<file path="src/verilog/drv_status_pkg.sv">
package drv_status_pkg;
  // ----------------------------------------
  // Register offsets
  // ----------------------------------------
  localparam logic [3:0] ADDR_CTRL = 4'h0;
  localparam logic [3:0] ADDR_MOVE_MIN = 4'h1;
  localparam logic [3:0] ADDR_INPOS = 4'h2;
  localparam logic [3:0] ADDR_SPEED = 4'h3;
  localparam logic [3:0] ADDR_STATUS = 4'h4;
  localparam logic [3:0] ADDR_NOTICE = 4'h5;
  // ----------------------------------------
  // Control fields and reset values
  // ----------------------------------------
  localparam int CTRL_AUTO_CLR_BIT = 0;
  localparam int CTRL_LED_EN_BIT = 1;
  localparam int CTRL_CUTBACK_EN_BIT = 2;
  localparam int CTRL_VA_MODE_LSB = 3;
  localparam int CTRL_PULSE_MODE_BIT = 5;
  localparam int CTRL_SVE_LSB = 8;
  localparam logic [31:0] CTRL_RESET = 32'h0000_0007;
  localparam logic [7:0] MOVE_MIN_RESET = 8'h00;
  localparam logic [7:0] INPOS_RANGE_RESET = 8'h12;
  localparam logic [7:0] INPOS_RANGE_MAX = 8'hB4;
  localparam logic [7:0] INPOS_OFFSET_RESET = 8'h00;
  localparam logic [7:0] SPEED_RANGE_RESET = 8'h1E;
  localparam logic [7:0] SVE_FULL = 8'h64;
  localparam logic [15:0] DEVIATION_LIMIT = 16'h0012;
  // ----------------------------------------
  // Speed-attain modes
  // ----------------------------------------
  localparam logic [1:0] VA_FEEDBACK = 2'h0;
  localparam logic [1:0] VA_COMMAND = 2'h1;
  localparam logic [1:0] VA_BOTH = 2'h2;
  // ----------------------------------------
  // Timing
  // ----------------------------------------
  localparam int CLK_HZ = 25_000_000;
  localparam int MS_NUM = 1;
  localparam int MS_DEN = 1000;
  localparam int CYCLES_PER_MS = CLK_HZ * MS_NUM / MS_DEN;
  localparam int BLINK_MS = 250;
  localparam int STARTUP_US = 100;
  localparam int STARTUP_CYCLES = CLK_HZ / 1_000_000 * STARTUP_US;
  localparam int NOTICE_W = 8;
endpackage : drv_status_pkg

</file>
<file path="src/verilog/ms_timer.sv">
`timescale 1ns/100ps
module ms_timer
  import drv_status_pkg::*;
#(
  parameter int CYCLES = CYCLES_PER_MS
) (
  input wire logic i_clk,
  input wire logic i_rst,
  output logic o_tick
);
  // Free-running tick once per millisecond; shared by hold and blink timers.
  logic [$clog2(CYCLES)-1:0] cnt_q;
  always_ff @(posedge i_clk) begin
    if (i_rst || cnt_q == ($clog2(CYCLES))'(CYCLES - 1)) begin
      cnt_q <= '0;
    end else begin
      cnt_q <= cnt_q + 1'b1;
    end
  end
  always_ff @(posedge i_clk) begin
    if (i_rst) begin
      o_tick <= 1'b0;
    end else begin
      o_tick <= (cnt_q == ($clog2(CYCLES))'(CYCLES - 1));
    end
  end
endmodule : ms_timer

</file>
<file path="src/verilog/driver_status_output_logic.sv">
// Our own choices: strobed register access and the register addresses.
`timescale 1ns/100ps
// What this block does
// - Control-select input picks alpha or servo emulation
// - Alarm drives open on, closed off, red blinking
// - Excitation-off alarm de-excites after motor stops
// - System ready asserts after startup completes
// - Notice output with optional automatic clearing
// - Notice blinks red and green together
// - Maintenance busy follows maintenance command
// - Each notice category has own output
// - Excitation output follows motor excitation
// - Main supply output follows main power
// - Brake output high means brake released
// - Regen output when resistor fitted and regenerating
// - Ready only when all start conditions hold
// - Moving output with minimum on time
// - Oscillation busy during internal oscillation
// - In-position within window around offset target
// - No in-position while interrupted
// - Cutback output only when cutback enabled
// - Torque limit on overtorque or push limit
// - Alpha mode limit: deviation over limit
// - Servo emulation limit depends on ratio
// - Speed attained by selected criterion
// - Clear input releases notice when manual
// - Speed mode codes; pulse mode feedback only
module driver_status_output_logic
  import drv_status_pkg::*;
#(
  parameter int STARTUP = STARTUP_CYCLES,
  parameter int TICK_CYCLES = CYCLES_PER_MS
) (
  input wire logic i_clk,
  input wire logic i_rst,
  input wire logic [3:0] i_addr,
  input wire logic [31:0] i_wdata,
  input wire logic i_wr,
  input wire logic i_rd,
  output logic [31:0] o_rdata,
  input wire logic i_current_ctrl_select,
  input wire logic i_alarm,
  input wire logic i_alarm_deexcite,
  input wire logic i_control_supply_on,
  input wire logic i_main_supply,
  input wire logic i_start_any,
  input wire logic i_free,
  input wire logic i_con_assigned,
  input wire logic i_con,
  input wire logic i_stop_any,
  input wire logic i_stop_deenergize_input,
  input wire logic i_deviation_clear_input,
  input wire logic i_tool_busy,
  input wire logic i_maint_cmd,
  input wire logic [NOTICE_W-1:0] i_notice_cause,
  input wire logic i_notice_clear_input,
  input wire logic i_excite_req,
  input wire logic i_brake_release,
  input wire logic i_regen_fitted,
  input wire logic i_regen_level,
  input wire logic i_motor_running,
  input wire logic i_oscillating,
  input wire logic i_position_done,
  input wire logic i_interrupted,
  input wire logic signed [15:0] i_position_error,
  input wire logic i_cutback_reached,
  input wire logic i_overtorque,
  input wire logic i_push_limit,
  input wire logic [15:0] i_deviation,
  input wire logic i_current_at_limit,
  input wire logic [15:0] i_feedback_speed,
  input wire logic [15:0] i_command_speed,
  input wire logic [15:0] i_target_speed,
  output logic o_servo_emul_mode,
  output logic o_alarm_normally_open,
  output logic o_alarm_normally_closed,
  output logic o_led_red,
  output logic o_led_green,
  output logic o_motor_stop,
  output logic o_system_ready_flag,
  output logic o_notice,
  output logic [NOTICE_W-1:0] o_notice_flags,
  output logic o_maintenance_busy,
  output logic o_excitation_active,
  output logic o_main_supply_on,
  output logic o_brake_release_ctrl,
  output logic o_regen_active,
  output logic o_ready,
  output logic o_moving,
  output logic o_oscillation_busy,
  output logic o_in_position,
  output logic o_current_cutback_active,
  output logic o_torque_limit_hit,
  output logic o_speed_attained
);
  // ----------------------------------------
  // Input synchronisers
  // ----------------------------------------
  localparam int NSYNC = 27;
  logic [NSYNC-1:0] raw_in, s1_q, s2_q;
  assign raw_in = {i_current_ctrl_select, i_alarm, i_alarm_deexcite, i_control_supply_on,
                   i_main_supply, i_start_any, i_free, i_con_assigned, i_con, i_stop_any,
                   i_stop_deenergize_input, i_deviation_clear_input, i_tool_busy,
                   i_maint_cmd, i_notice_clear_input, i_excite_req, i_brake_release,
                   i_regen_fitted, i_regen_level, i_motor_running, i_oscillating,
                   i_position_done, i_interrupted, i_cutback_reached, i_overtorque,
                   i_push_limit, i_current_at_limit};
  always_ff @(posedge i_clk) begin
    if (i_rst) begin
      s1_q <= '0;
      s2_q <= '0;
    end else begin
      s1_q <= raw_in;
      s2_q <= s1_q;
    end
  end
  logic current_ctrl_select, alm, alm_off, ctl_pwr, main_pwr, start_in, free_in, con_asg, con_in;
  logic stop_in, stop_deenergize_input, dev_clr, tool, maint, nclr, exc, brk, rg_fit, rg_lvl;
  logic running, osc, pos_done, intr, cb, ovt, push, cur_lim;
  assign {current_ctrl_select, alm, alm_off, ctl_pwr, main_pwr, start_in, free_in, con_asg, con_in,
          stop_in, stop_deenergize_input, dev_clr, tool, maint, nclr, exc, brk, rg_fit, rg_lvl,
          running, osc, pos_done, intr, cb, ovt, push, cur_lim} = s2_q;
  // Multi-bit quantities are sampled twice; the source holds them stable for many cycles.
  logic [NOTICE_W-1:0] ncause1_q, ncause_q;
  logic signed [15:0] perr1_q, perr_q;
  logic [15:0] dev1_q, dev_q, fb1_q, fb_q, cmd1_q, cmd_q, tgt1_q, tgt_q;
  always_ff @(posedge i_clk) begin
    {ncause1_q, perr1_q, dev1_q, fb1_q, cmd1_q, tgt1_q} <= {i_notice_cause, i_position_error,
      i_deviation, i_feedback_speed, i_command_speed, i_target_speed};
    {ncause_q, perr_q, dev_q, fb_q, cmd_q, tgt_q} <= {ncause1_q, perr1_q, dev1_q, fb1_q,
      cmd1_q, tgt1_q};
  end
  // ----------------------------------------
  // Registers
  // ----------------------------------------
  logic [31:0] ctrl_q;
  logic [7:0] move_min_q, inpos_range_q, inpos_offset_q, speed_range_q, servo_emul_ratio;
  logic [NOTICE_W-1:0] notice_q;
  logic [1:0] va_mode;
  assign va_mode = ctrl_q[CTRL_VA_MODE_LSB +: 2];
  assign servo_emul_ratio = ctrl_q[CTRL_SVE_LSB +: 8];
  always_ff @(posedge i_clk) begin
    if (i_rst) begin
      ctrl_q <= CTRL_RESET;
      move_min_q <= MOVE_MIN_RESET;
      inpos_range_q <= INPOS_RANGE_RESET;
      inpos_offset_q <= INPOS_OFFSET_RESET;
      speed_range_q <= SPEED_RANGE_RESET;
    end else if (i_wr) begin
      unique case (i_addr)
        ADDR_CTRL: ctrl_q <= i_wdata;
        ADDR_MOVE_MIN: move_min_q <= i_wdata[7:0];
        ADDR_INPOS: begin
          // Window above its maximum is clipped to keep the compare meaningful.
          inpos_range_q <= (i_wdata[7:0] > INPOS_RANGE_MAX) ? INPOS_RANGE_MAX : i_wdata[7:0];
          inpos_offset_q <= i_wdata[15:8];
        end
        ADDR_SPEED: speed_range_q <= i_wdata[7:0];
        default: ;
      endcase
    end
  end
  always_ff @(posedge i_clk) begin
    if (i_rst) begin
      o_rdata <= '0;
    end else if (i_rd) begin
      unique case (i_addr)
        ADDR_CTRL: o_rdata <= ctrl_q;
        ADDR_MOVE_MIN: o_rdata <= {24'h000000, move_min_q};
        ADDR_INPOS: o_rdata <= {16'h0000, inpos_offset_q, inpos_range_q};
        ADDR_SPEED: o_rdata <= {24'h000000, speed_range_q};
        ADDR_STATUS: o_rdata <= {17'h00000, o_speed_attained, o_torque_limit_hit,
                                 o_current_cutback_active, o_in_position, o_oscillation_busy,
                                 o_moving, o_ready, o_regen_active, o_brake_release_ctrl,
                                 o_main_supply_on, o_excitation_active, o_maintenance_busy,
                                 o_notice, o_system_ready_flag, o_alarm_normally_open};
        ADDR_NOTICE: o_rdata <= {{(32 - NOTICE_W){1'b0}}, notice_q};
        default: o_rdata <= '0;
      endcase
    end else begin
      o_rdata <= '0;
    end
  end
  // ----------------------------------------
  // Timers
  // ----------------------------------------
  logic ms_tick;
  ms_timer #(.CYCLES(TICK_CYCLES)) u_ms (
    .i_clk(i_clk),
    .i_rst(i_rst),
    .o_tick(ms_tick)
  );
  logic [$clog2(STARTUP + 1)-1:0] boot_q;
  always_ff @(posedge i_clk) begin
    if (i_rst) begin
      boot_q <= '0;
    end else if (boot_q != ($clog2(STARTUP + 1))'(STARTUP)) begin
      boot_q <= boot_q + 1'b1;
    end
  end
  logic [7:0] blink_cnt_q;
  logic blink_q;
  always_ff @(posedge i_clk) begin
    if (i_rst) begin
      blink_cnt_q <= '0;
      blink_q <= 1'b0;
    end else if (ms_tick) begin
      if (blink_cnt_q == 8'(BLINK_MS - 1)) begin
        blink_cnt_q <= '0;
        blink_q <= ~blink_q;
      end else begin
        blink_cnt_q <= blink_cnt_q + 1'b1;
      end
    end
  end
  // ----------------------------------------
  // Notice flags
  // ----------------------------------------
  // Sticky notice flags
  // Manual release by clear
  // Set beats clear, so a cause still present keeps its flag.
  always_ff @(posedge i_clk) begin
    if (i_rst) begin
      notice_q <= '0;
    end else begin
      notice_q <= ncause_q | ((ctrl_q[CTRL_AUTO_CLR_BIT] || nclr) ? '0 : notice_q);
    end
  end
  // ----------------------------------------
  // Status decisions
  // ----------------------------------------
  function automatic logic in_band(input logic [15:0] a, input logic [15:0] b,
                                   input logic [7:0] tol);
    logic [15:0] d;
    d = (a > b) ? a - b : b - a;
    return d <= {8'h00, tol};
  endfunction : in_band
  logic ready_c, tlc_c, va_c, inpos_c, settled, dev_over;
  logic signed [15:0] ofs_err;
  assign ready_c = ctl_pwr && main_pwr && !start_in && !free_in && (!con_asg || con_in)
                   && !stop_in && !stop_deenergize_input && !dev_clr && !alm && !running && !tool && !maint;
  assign dev_over = dev_q > DEVIATION_LIMIT;
  always_comb begin
    tlc_c = ovt || push;
    if (!current_ctrl_select || servo_emul_ratio == 8'h00) begin
      tlc_c = tlc_c || dev_over;
    end else if (servo_emul_ratio >= SVE_FULL) begin
      tlc_c = tlc_c || cur_lim;
    end else begin
      tlc_c = tlc_c || (dev_over && cur_lim);
    end
  end
  always_comb begin
    va_c = in_band(fb_q, cmd_q, speed_range_q);
    if (!ctrl_q[CTRL_PULSE_MODE_BIT]) begin
      unique case (va_mode)
        VA_COMMAND: va_c = cmd_q == tgt_q;
        VA_BOTH: va_c = in_band(fb_q, tgt_q, speed_range_q);
        default: va_c = in_band(fb_q, cmd_q, speed_range_q);
      endcase
    end
  end
  assign ofs_err = perr_q - 16'(signed'(inpos_offset_q));
  assign settled = (ofs_err < 0 ? -ofs_err : ofs_err) <= $signed({8'h00, inpos_range_q});
  assign inpos_c = pos_done && !intr && settled;
  // ----------------------------------------
  // Moving output with hold
  // ----------------------------------------
  logic [8:0] hold_q;
  // Minimum on time hold
  // The tick runs free, so one extra tick covers the millisecond already begun.
  always_ff @(posedge i_clk) begin
    if (i_rst) begin
      hold_q <= '0;
    end else if (running && !o_moving) begin
      hold_q <= (move_min_q == 8'h00) ? 9'h000 : {1'b0, move_min_q} + 9'h001;
    end else if (ms_tick && hold_q != 9'h000) begin
      hold_q <= hold_q - 1'b1;
    end
  end
  // ----------------------------------------
  // Output registers
  // ----------------------------------------
  // Registered outputs
  always_ff @(posedge i_clk) begin
    if (i_rst) begin
      {o_servo_emul_mode, o_alarm_normally_open, o_alarm_normally_closed, o_led_red,
       o_led_green, o_motor_stop, o_system_ready_flag, o_notice, o_notice_flags,
       o_maintenance_busy, o_excitation_active, o_main_supply_on, o_brake_release_ctrl,
       o_regen_active, o_ready, o_moving, o_oscillation_busy, o_in_position,
       o_current_cutback_active, o_torque_limit_hit, o_speed_attained} <= '0;
    end else begin
      o_servo_emul_mode <= current_ctrl_select;
      o_alarm_normally_open <= alm;
      o_alarm_normally_closed <= !alm;
      o_motor_stop <= alm;
      o_led_red <= alm ? blink_q : (ctrl_q[CTRL_LED_EN_BIT] && |notice_q && blink_q);
      o_led_green <= alm ? 1'b0 : (ctrl_q[CTRL_LED_EN_BIT] && |notice_q ? blink_q : 1'b1);
      o_system_ready_flag <= boot_q == ($clog2(STARTUP + 1))'(STARTUP) && ctl_pwr;
      o_notice <= |notice_q;
      o_notice_flags <= notice_q;
      o_maintenance_busy <= maint;
      o_excitation_active <= exc && !(alm && alm_off && !running);
      o_main_supply_on <= main_pwr;
      o_brake_release_ctrl <= brk;
      o_regen_active <= rg_fit && rg_lvl;
      o_ready <= ready_c;
      o_moving <= running || (o_moving && hold_q != 9'h000);
      o_oscillation_busy <= osc;
      o_in_position <= inpos_c;
      o_current_cutback_active <= ctrl_q[CTRL_CUTBACK_EN_BIT] && cb;
      o_torque_limit_hit <= tlc_c;
      o_speed_attained <= va_c;
    end
  end
endmodule : driver_status_output_logic

</file>
<file path="config.mk">
export PLATFORM = sky130hd
export DESIGN_NAME = driver_status_output_logic
export DESIGN_NICKNAME = d
export VERILOG_FILES = /design/src/verilog/drv_status_pkg.sv /design/src/verilog/ms_timer.sv /design/src/verilog/driver_status_output_logic.sv
export SDC_FILE = /design/constraint.sdc
export NUM_CORES = 1
export LEC_CHECK = 0
export BUFFER_PORTS_ARGS = -buffer_cell sky130_fd_sc_hd__buf_2
export CAP_MARGIN = 40
export CORE_UTILIZATION = 34
export CTS_CLUSTER_DIAMETER = 150
export DETAILED_ROUTE_END_ITERATION = 6
export PLACE_DENSITY = 0.59
export SLEW_MARGIN = 20
export SYNTH_ARGS = -nofsm -noshare
export SYNTH_HDL_FRONTEND = slang
export SYNTH_SLANG_ARGS = --single-unit
export TNS_END_PERCENT = 20
</file>
<file path="constraint.sdc">
create_clock -name i_clk -period 5.5 [get_ports i_clk]
set_input_delay 0.275 -clock i_clk [delete_from_list [all_inputs] [get_ports i_clk]]
set_output_delay 0.275 -clock i_clk [all_outputs]
set_load 0.05 [all_outputs]
</file>
### Yosys cells after proc, flatten, opt, wreduce, memory -nomap -nowiden

Cells that the tools add are included.

* input bits: 155
* bits in registers: 407

* $lt $le $gt $ge: 9
* reductions and logical operators: 61
* equality and inequality tests: 12
* add/sub/neg operators: 11
* muxes and demuxes: 16
* bitwise operators: 3

Operators with widths (number)
* 32-bit case mux with 6 select lines: 1
* 16-bit subtractor: 4
* 16-bit 2-to-1 mux: 3
* 16-bit > comparator: 2
* 16-bit by 8-bit <= comparator with 1-bit output: 2
* 9-bit 2-to-1 mux: 3
* 1-bit logical AND: 25
* 8-bit 2-to-1 mux: 3
* 16-bit == test: 1
* 16-bit by 5-bit > comparator with 1-bit output, second input constant: 1
* 16-bit by 9-bit <= comparator with 1-bit output: 1
* 8-bit logical NOT: 2
* 16-bit by 1-bit < comparator with 1-bit output, second input constant: 1
* 16-bit negation: 1
* 16-bit by 8-bit subtractor with 16-bit output: 1
* 15-bit by 1-bit adder with 15-bit output, second input constant: 1
* 15-bit == test, second input constant: 1
* 1-bit logical NOT: 14
* 12-bit by 1-bit adder with 12-bit output, second input constant: 1
* 12-bit == test, second input constant: 1
* 12-bit inequality test, second input constant: 1
* 2-bit AND reduction: 5
* 8-bit by 1-bit adder with 9-bit output, second input constant: 1
* 1-bit logical OR: 9
* 19 further kinds: 27

### Logic depth before layout (Yosys ltp)

* depth after elaboration: 11
* depth in mapped cells: 25
* gate-level depth less buffers: 24

### Modules after synthesis

From an unflattened synthesis, not the netlist that was laid out.

* cell total of the unflattened synthesis: 1785
* area total of the unflattened synthesis: 16921.2 um2

Modules (own cells, without submodules)
* driver_status_output_logic: cells an instance 1708, seq. area each 7827.5 um2, area an instance 16214.3 um2, times used 1
* ms_timer: cells an instance 77, seq. area each 320.3 um2, area an instance 706.9 um2, times used 1

### Least setup slack after synthesis

OpenSTA, ideal clock, no wires.

* path type: flip-flop to flip-flop
* from: register fb_q[0]
* to: register o_speed_attained
* clock period less this slack: 4.268 ns
* buffers on the path: 1
* stages on the path, launching flop included: 24
* data arrival time: 4.184 ns
* setup slack: 1.232 ns
* library setup time: 0.084 ns
* path through: dfxtp_1 inv_1 ha_1 inv_1 fa_1 a21o_1 a21oi_1 o31ai_1 a21o_1 nand2_1 buf_2 nand2_1 a31oi_1 xnor2_1 ha_1 a21o_1 a211oi_1 o21ai_0 a211oi_1 o311ai_0 a2111oi_0 and4_1 a41oi_1 o31ai_2

* cells in the longest elaborated chain, start to end: 5

RTL lines
* from (decl): line driver_status_output_logic.sv:126 `logic [15:0] dev1_q, dev_q, fb1_q, fb_q, cmd1_q, cmd_q, tgt1_q, tgt_q;`
* from (signal assigned): line driver_status_output_logic.sv:130 `{ncause_q, perr_q, dev_q, fb_q, cmd_q, tgt_q} <= {ncause1_q, perr1_q, dev1_q, fb1_q,`
* 16-bit subtractor or 16-bit > comparator (tied branches): line driver_status_output_logic.sv:235 `d = (a > b) ? a - b : b - a;`
* 16-bit 2-to-1 mux: line driver_status_output_logic.sv:235
* 16-bit by 8-bit <= comparator with 1-bit output: line driver_status_output_logic.sv:236 `return d <= {8'h00, tol};`
* 1-bit case mux with 2 select lines: line driver_status_output_logic.sv:256 `unique case (va_mode)`
* 1-bit 2-to-1 mux (*): line driver_status_output_logic.sv:255 `if (!ctrl_q[CTRL_PULSE_MODE_BIT]) begin`
* to (signal assigned): line driver_status_output_logic.sv:313 `o_speed_attained <= va_c;`
* to (decl): line driver_status_output_logic.sv:94 `output logic o_speed_attained`

Mark *: on every way between the ends. The rest lies on a longest branch, timed or not.
A chain may end at the register's enable or synchronous reset.

### Worst setup path in the final report

Ends and elaborated chain as after synthesis.

==> results.json <==
{
  "synth_cell_types": 83,
  "rr_worst_depth": 22,
  "drt_first_pass_iters": 5,
  "antenna_found_initial": 1,
  "worst_skew_pair.late_latency_ns": 0.59,
  "drt_wl_total_mm": 46.3,
  "grt_overflow_total": 0,
  "maxSlewViolCount": 0,
  "hold_path_class": "primary input to flip-flop",
  "num-nets-final": 2436,
  "die_h_um": 225,
  "worst_pin_slew_ns": 0.714,
  "topRoutingLayerUsed": "met5",
  "ys_seq_elements": 407,
  "via_per_inst": 4.86,
  "syn_inst": 1814,
  "required_ns": 5.99,
  "clock_path_buffers": 3,
  "drc": 0,
  "grt_pass1_vias": 13600,
  "start_kind": "flip-flop",
  "hold_viol": 0,
  "antenna_left": 0,
  "synthToLayoutAreaGrowth_pct": 28.3,
  "slowest_delay_ns": 0.44,
  "min_path_cells": 3,
  "synth_top_area_share_pct": 48.4,
  "nFillCells": 4676,
  "status": "completed",
  "setup_viol": 0,
  "setup_tns_ns": 0,
  "core_um2": 49000,
  "cp_data_arrival_time_ns": 5.50,
  "cap_violations": 0,
  "reg2reg_from": "fb_q[0]",
  "die_area_um2": 50500,
  "cp_common_cell": "a21oi_1",
  "synth_flop_cell": "dfxtp_1",
  "place.gp.congestion": 0.915,
  "cp_slowest_cell": "a21oi_1",
  "io_buffer_count": 214,
  "power.density_nw_per_um2": 333,
  "ios": 215,
  "rsz0062_at_grt": "false",
  "diodes": 0,
  "postCtsSetupBuffers": 0,
  "fin_crit_ns": 5.00,
  "crit_start": "fb_q[0]",
  "dpl.cell_count": 2636,
  "seqCellArea_um2": 8150,
  "seq_area_frac_synth_pct": 48.4,
  "crit_fanout": 10,
  "multi_input_area_um2": 8060,
  "grt_pass1_wl_mm": 72.7,
  "final.setup_skew_ns": 0.0305,
  "synthesis.nets": 2086,
  "cts_sinks": 407,
  "dp_hpwl_mm": 33.7,
  "crit_chain": "inv_1, ha_1, inv_1, fa_1, a21o_1, a21oi_1, o31ai_1, a21oi_1, nor2_4, or3_1, o21ai_0, xnor2_1, ha_1, a21o_1, a21oi_1, o21ai_0, a211oi_1, o311ai_0, a2111oi_0, and4_1, a41oi_1, o31ai_2",
  "clkSlewWorstSetupHoldPaths_ns": 0.06,
  "cts_root_buf": "clkbuf_16",
  "met1Wirelength_mm": 21.7,
  "drt_iter0_drc": 815,
  "grt_max_degree": 67,
  "vias": 13900,
  "track_usage_pct": 18.2,
  "postSynthAreaPerCell_um2": 9.29,
  "start_util_pct": 34.4,
  "power_leakage_nw": 9.18,
  "yosys_warnings": 0,
  "yosysTopAreaCell": "dfxtp_1",
  "wl_met2_mm": 21.3,
  "fmax_mhz": 200,
  "rows": 81,
  "criticalPathCategory": "flip-flop to flip-flop",
  "dr_wl_met3_mm": 2.12,
  "synth_area_um2": 16900,
  "post_drt_wl_per_cell_um": 16.2,
  "hp-start": "i_wdata[2]",
  "peakVddDrop_mv": 0.222,
  "cts_tree": "built",
  "ys_top_cells_by_area": "dfxtp_1 48%, ha_1 8.3%, a21oi_1 4.4%",
  "cts_buffers": 44,
  "async_reset_ff_share_pct": 0,
  "drive_gt1_share_pct": 15.0,
  "cts_max_level": 2,
  "final_cells": 2860,
  "die_w_um": 225,
  "finalCritPeriodShare_pct": 91.0,
  "endpoint_kind": "flip-flop",
  "slew_headroom_pct": 52.4,
  "synth_edf_count": 0
}
routing by layer:
layer	track usage, %	vias to the layer above
li1	-	6912
met5	0	-
met2	29.8	377
met1	24.3	6523
met3	2.98	85
met4	6.03	2
final timing paths:
kind                                          to  slack (ns)
worst min-delay path               move_min_q[2]        0.04
worst min register to register       ncause_q[5]        0.31
worst max register to register  o_speed_attained        0.50
worst max-delay path            o_speed_attained        0.50
cell usage in the layout (no fill, tap or decap), drive strengths merged, types with 19 or more instances in the layout:
cell	n
nand2	186
xnor2	55
o21ai	58
xor2	46
nor2	137
a22oi	27
nand3	52
and2	24
dfxtp	407
a21oi	150
dlygate4sd3	146
a21o	28
buf	227
inv	110
clkbuf	51
nor3	33
ha	112
nor2b	82
o21a	19
Yosys cell counts (all sizes together), types with 5 or more instances:
master,count
nand2b,13
o211ai,12
nor4b,8
xnor2,55
a21oi,150
nor3,33
o21a,19
a31oi,17
and3,15
fa,5
nor2b,82
a211oi,14
mux2i,10
o31ai,5
and2,24
o21bai,6
xor2,46
a22oi,27
inv,104
nand4,17
nor2,137
o21ai,58
clkbuf,47
a21o,28
ha,112
or3,7
nand2,186
dfxtp,407
buf,22
nand3,52
o22ai,8
a222oi,7
nor4,14
a211o,7
a221oi,6
nor3b,8
final cells by class:
type / count / share of cell area [%]
clock inverter: 27 / 1.81
clock buffer: 51 / 5.40
multi-input combinational: 1234 / 37.3
timing repair buffer: 373 / 12.2
tap: 664 / 3.84
inverter: 104 / 1.81
sequential: 407 / 37.7
stage by stage:
stage	area, um2	setup slack (ns)	power [mW]	utilization, %	hold slack, ns
floorplan	16900	1.23	3.77	-	0.303
global placement	18600	0.684	4.02	38.0	0.310
detailed placement	18600	0.520	4.03	38.0	0.312
CTS	21600	0.483	7.27	44.2	0.0144
global route	21600	0.0311	7.52	44.2	0.0278
finish	21600	0.497	7.20	44.2	0.0398
kinds of logic after synthesis:
| logic type | share of synthesized area (%) |
|---|---|
| flops | 48.4 |
| simple gates | 17.9 |
| xor+xnor | 5.25 |
| buf+inv | 4.02 |
| mux | 0.794 |
| fa+ha+maj | 8.91 |
| compound gates | 14.8 |
report_power, final:
part | switching, mW | internal (mW)
Clock | 1.26 | 1.88
Combinational | 0.520 | 0.417
Sequential | 0.0614 | 3.06
Total | 1.85 | 5.35
critical path: cells and delay by family (launching register included):
family	cells	cell delay (ns)
simple gates	3	0.78
flops	1	0.32
fa+ha+maj	3	0.80
xor+xnor	1	0.17
buf+inv	2	0.14
compound gates	13	2.71
what timing repair did:
item / CTS / global route
setup endpoints to repair: 0 / 1
endpoints found under the hold margin: 166 / 0
resized for setup: 0 / 1
hold buffers: 146 / 0
flip-flops by register name (all words and copies together), names as in the netlist, 9 cells and up:
register    flops
tgt1_q         16
ctrl_q         32
perr1_q        16
dev1_q         16
tgt_q          16
cmd1_q         16
fb_q           16
hold_q          9
boot_q         12
u_ms.cnt_q     15
perr_q         16
cmd_q          16
o_rdata        32
fb1_q          16
s2_q           27
s1_q           27
dev_q          16
(Power assumes the default switching activity.)
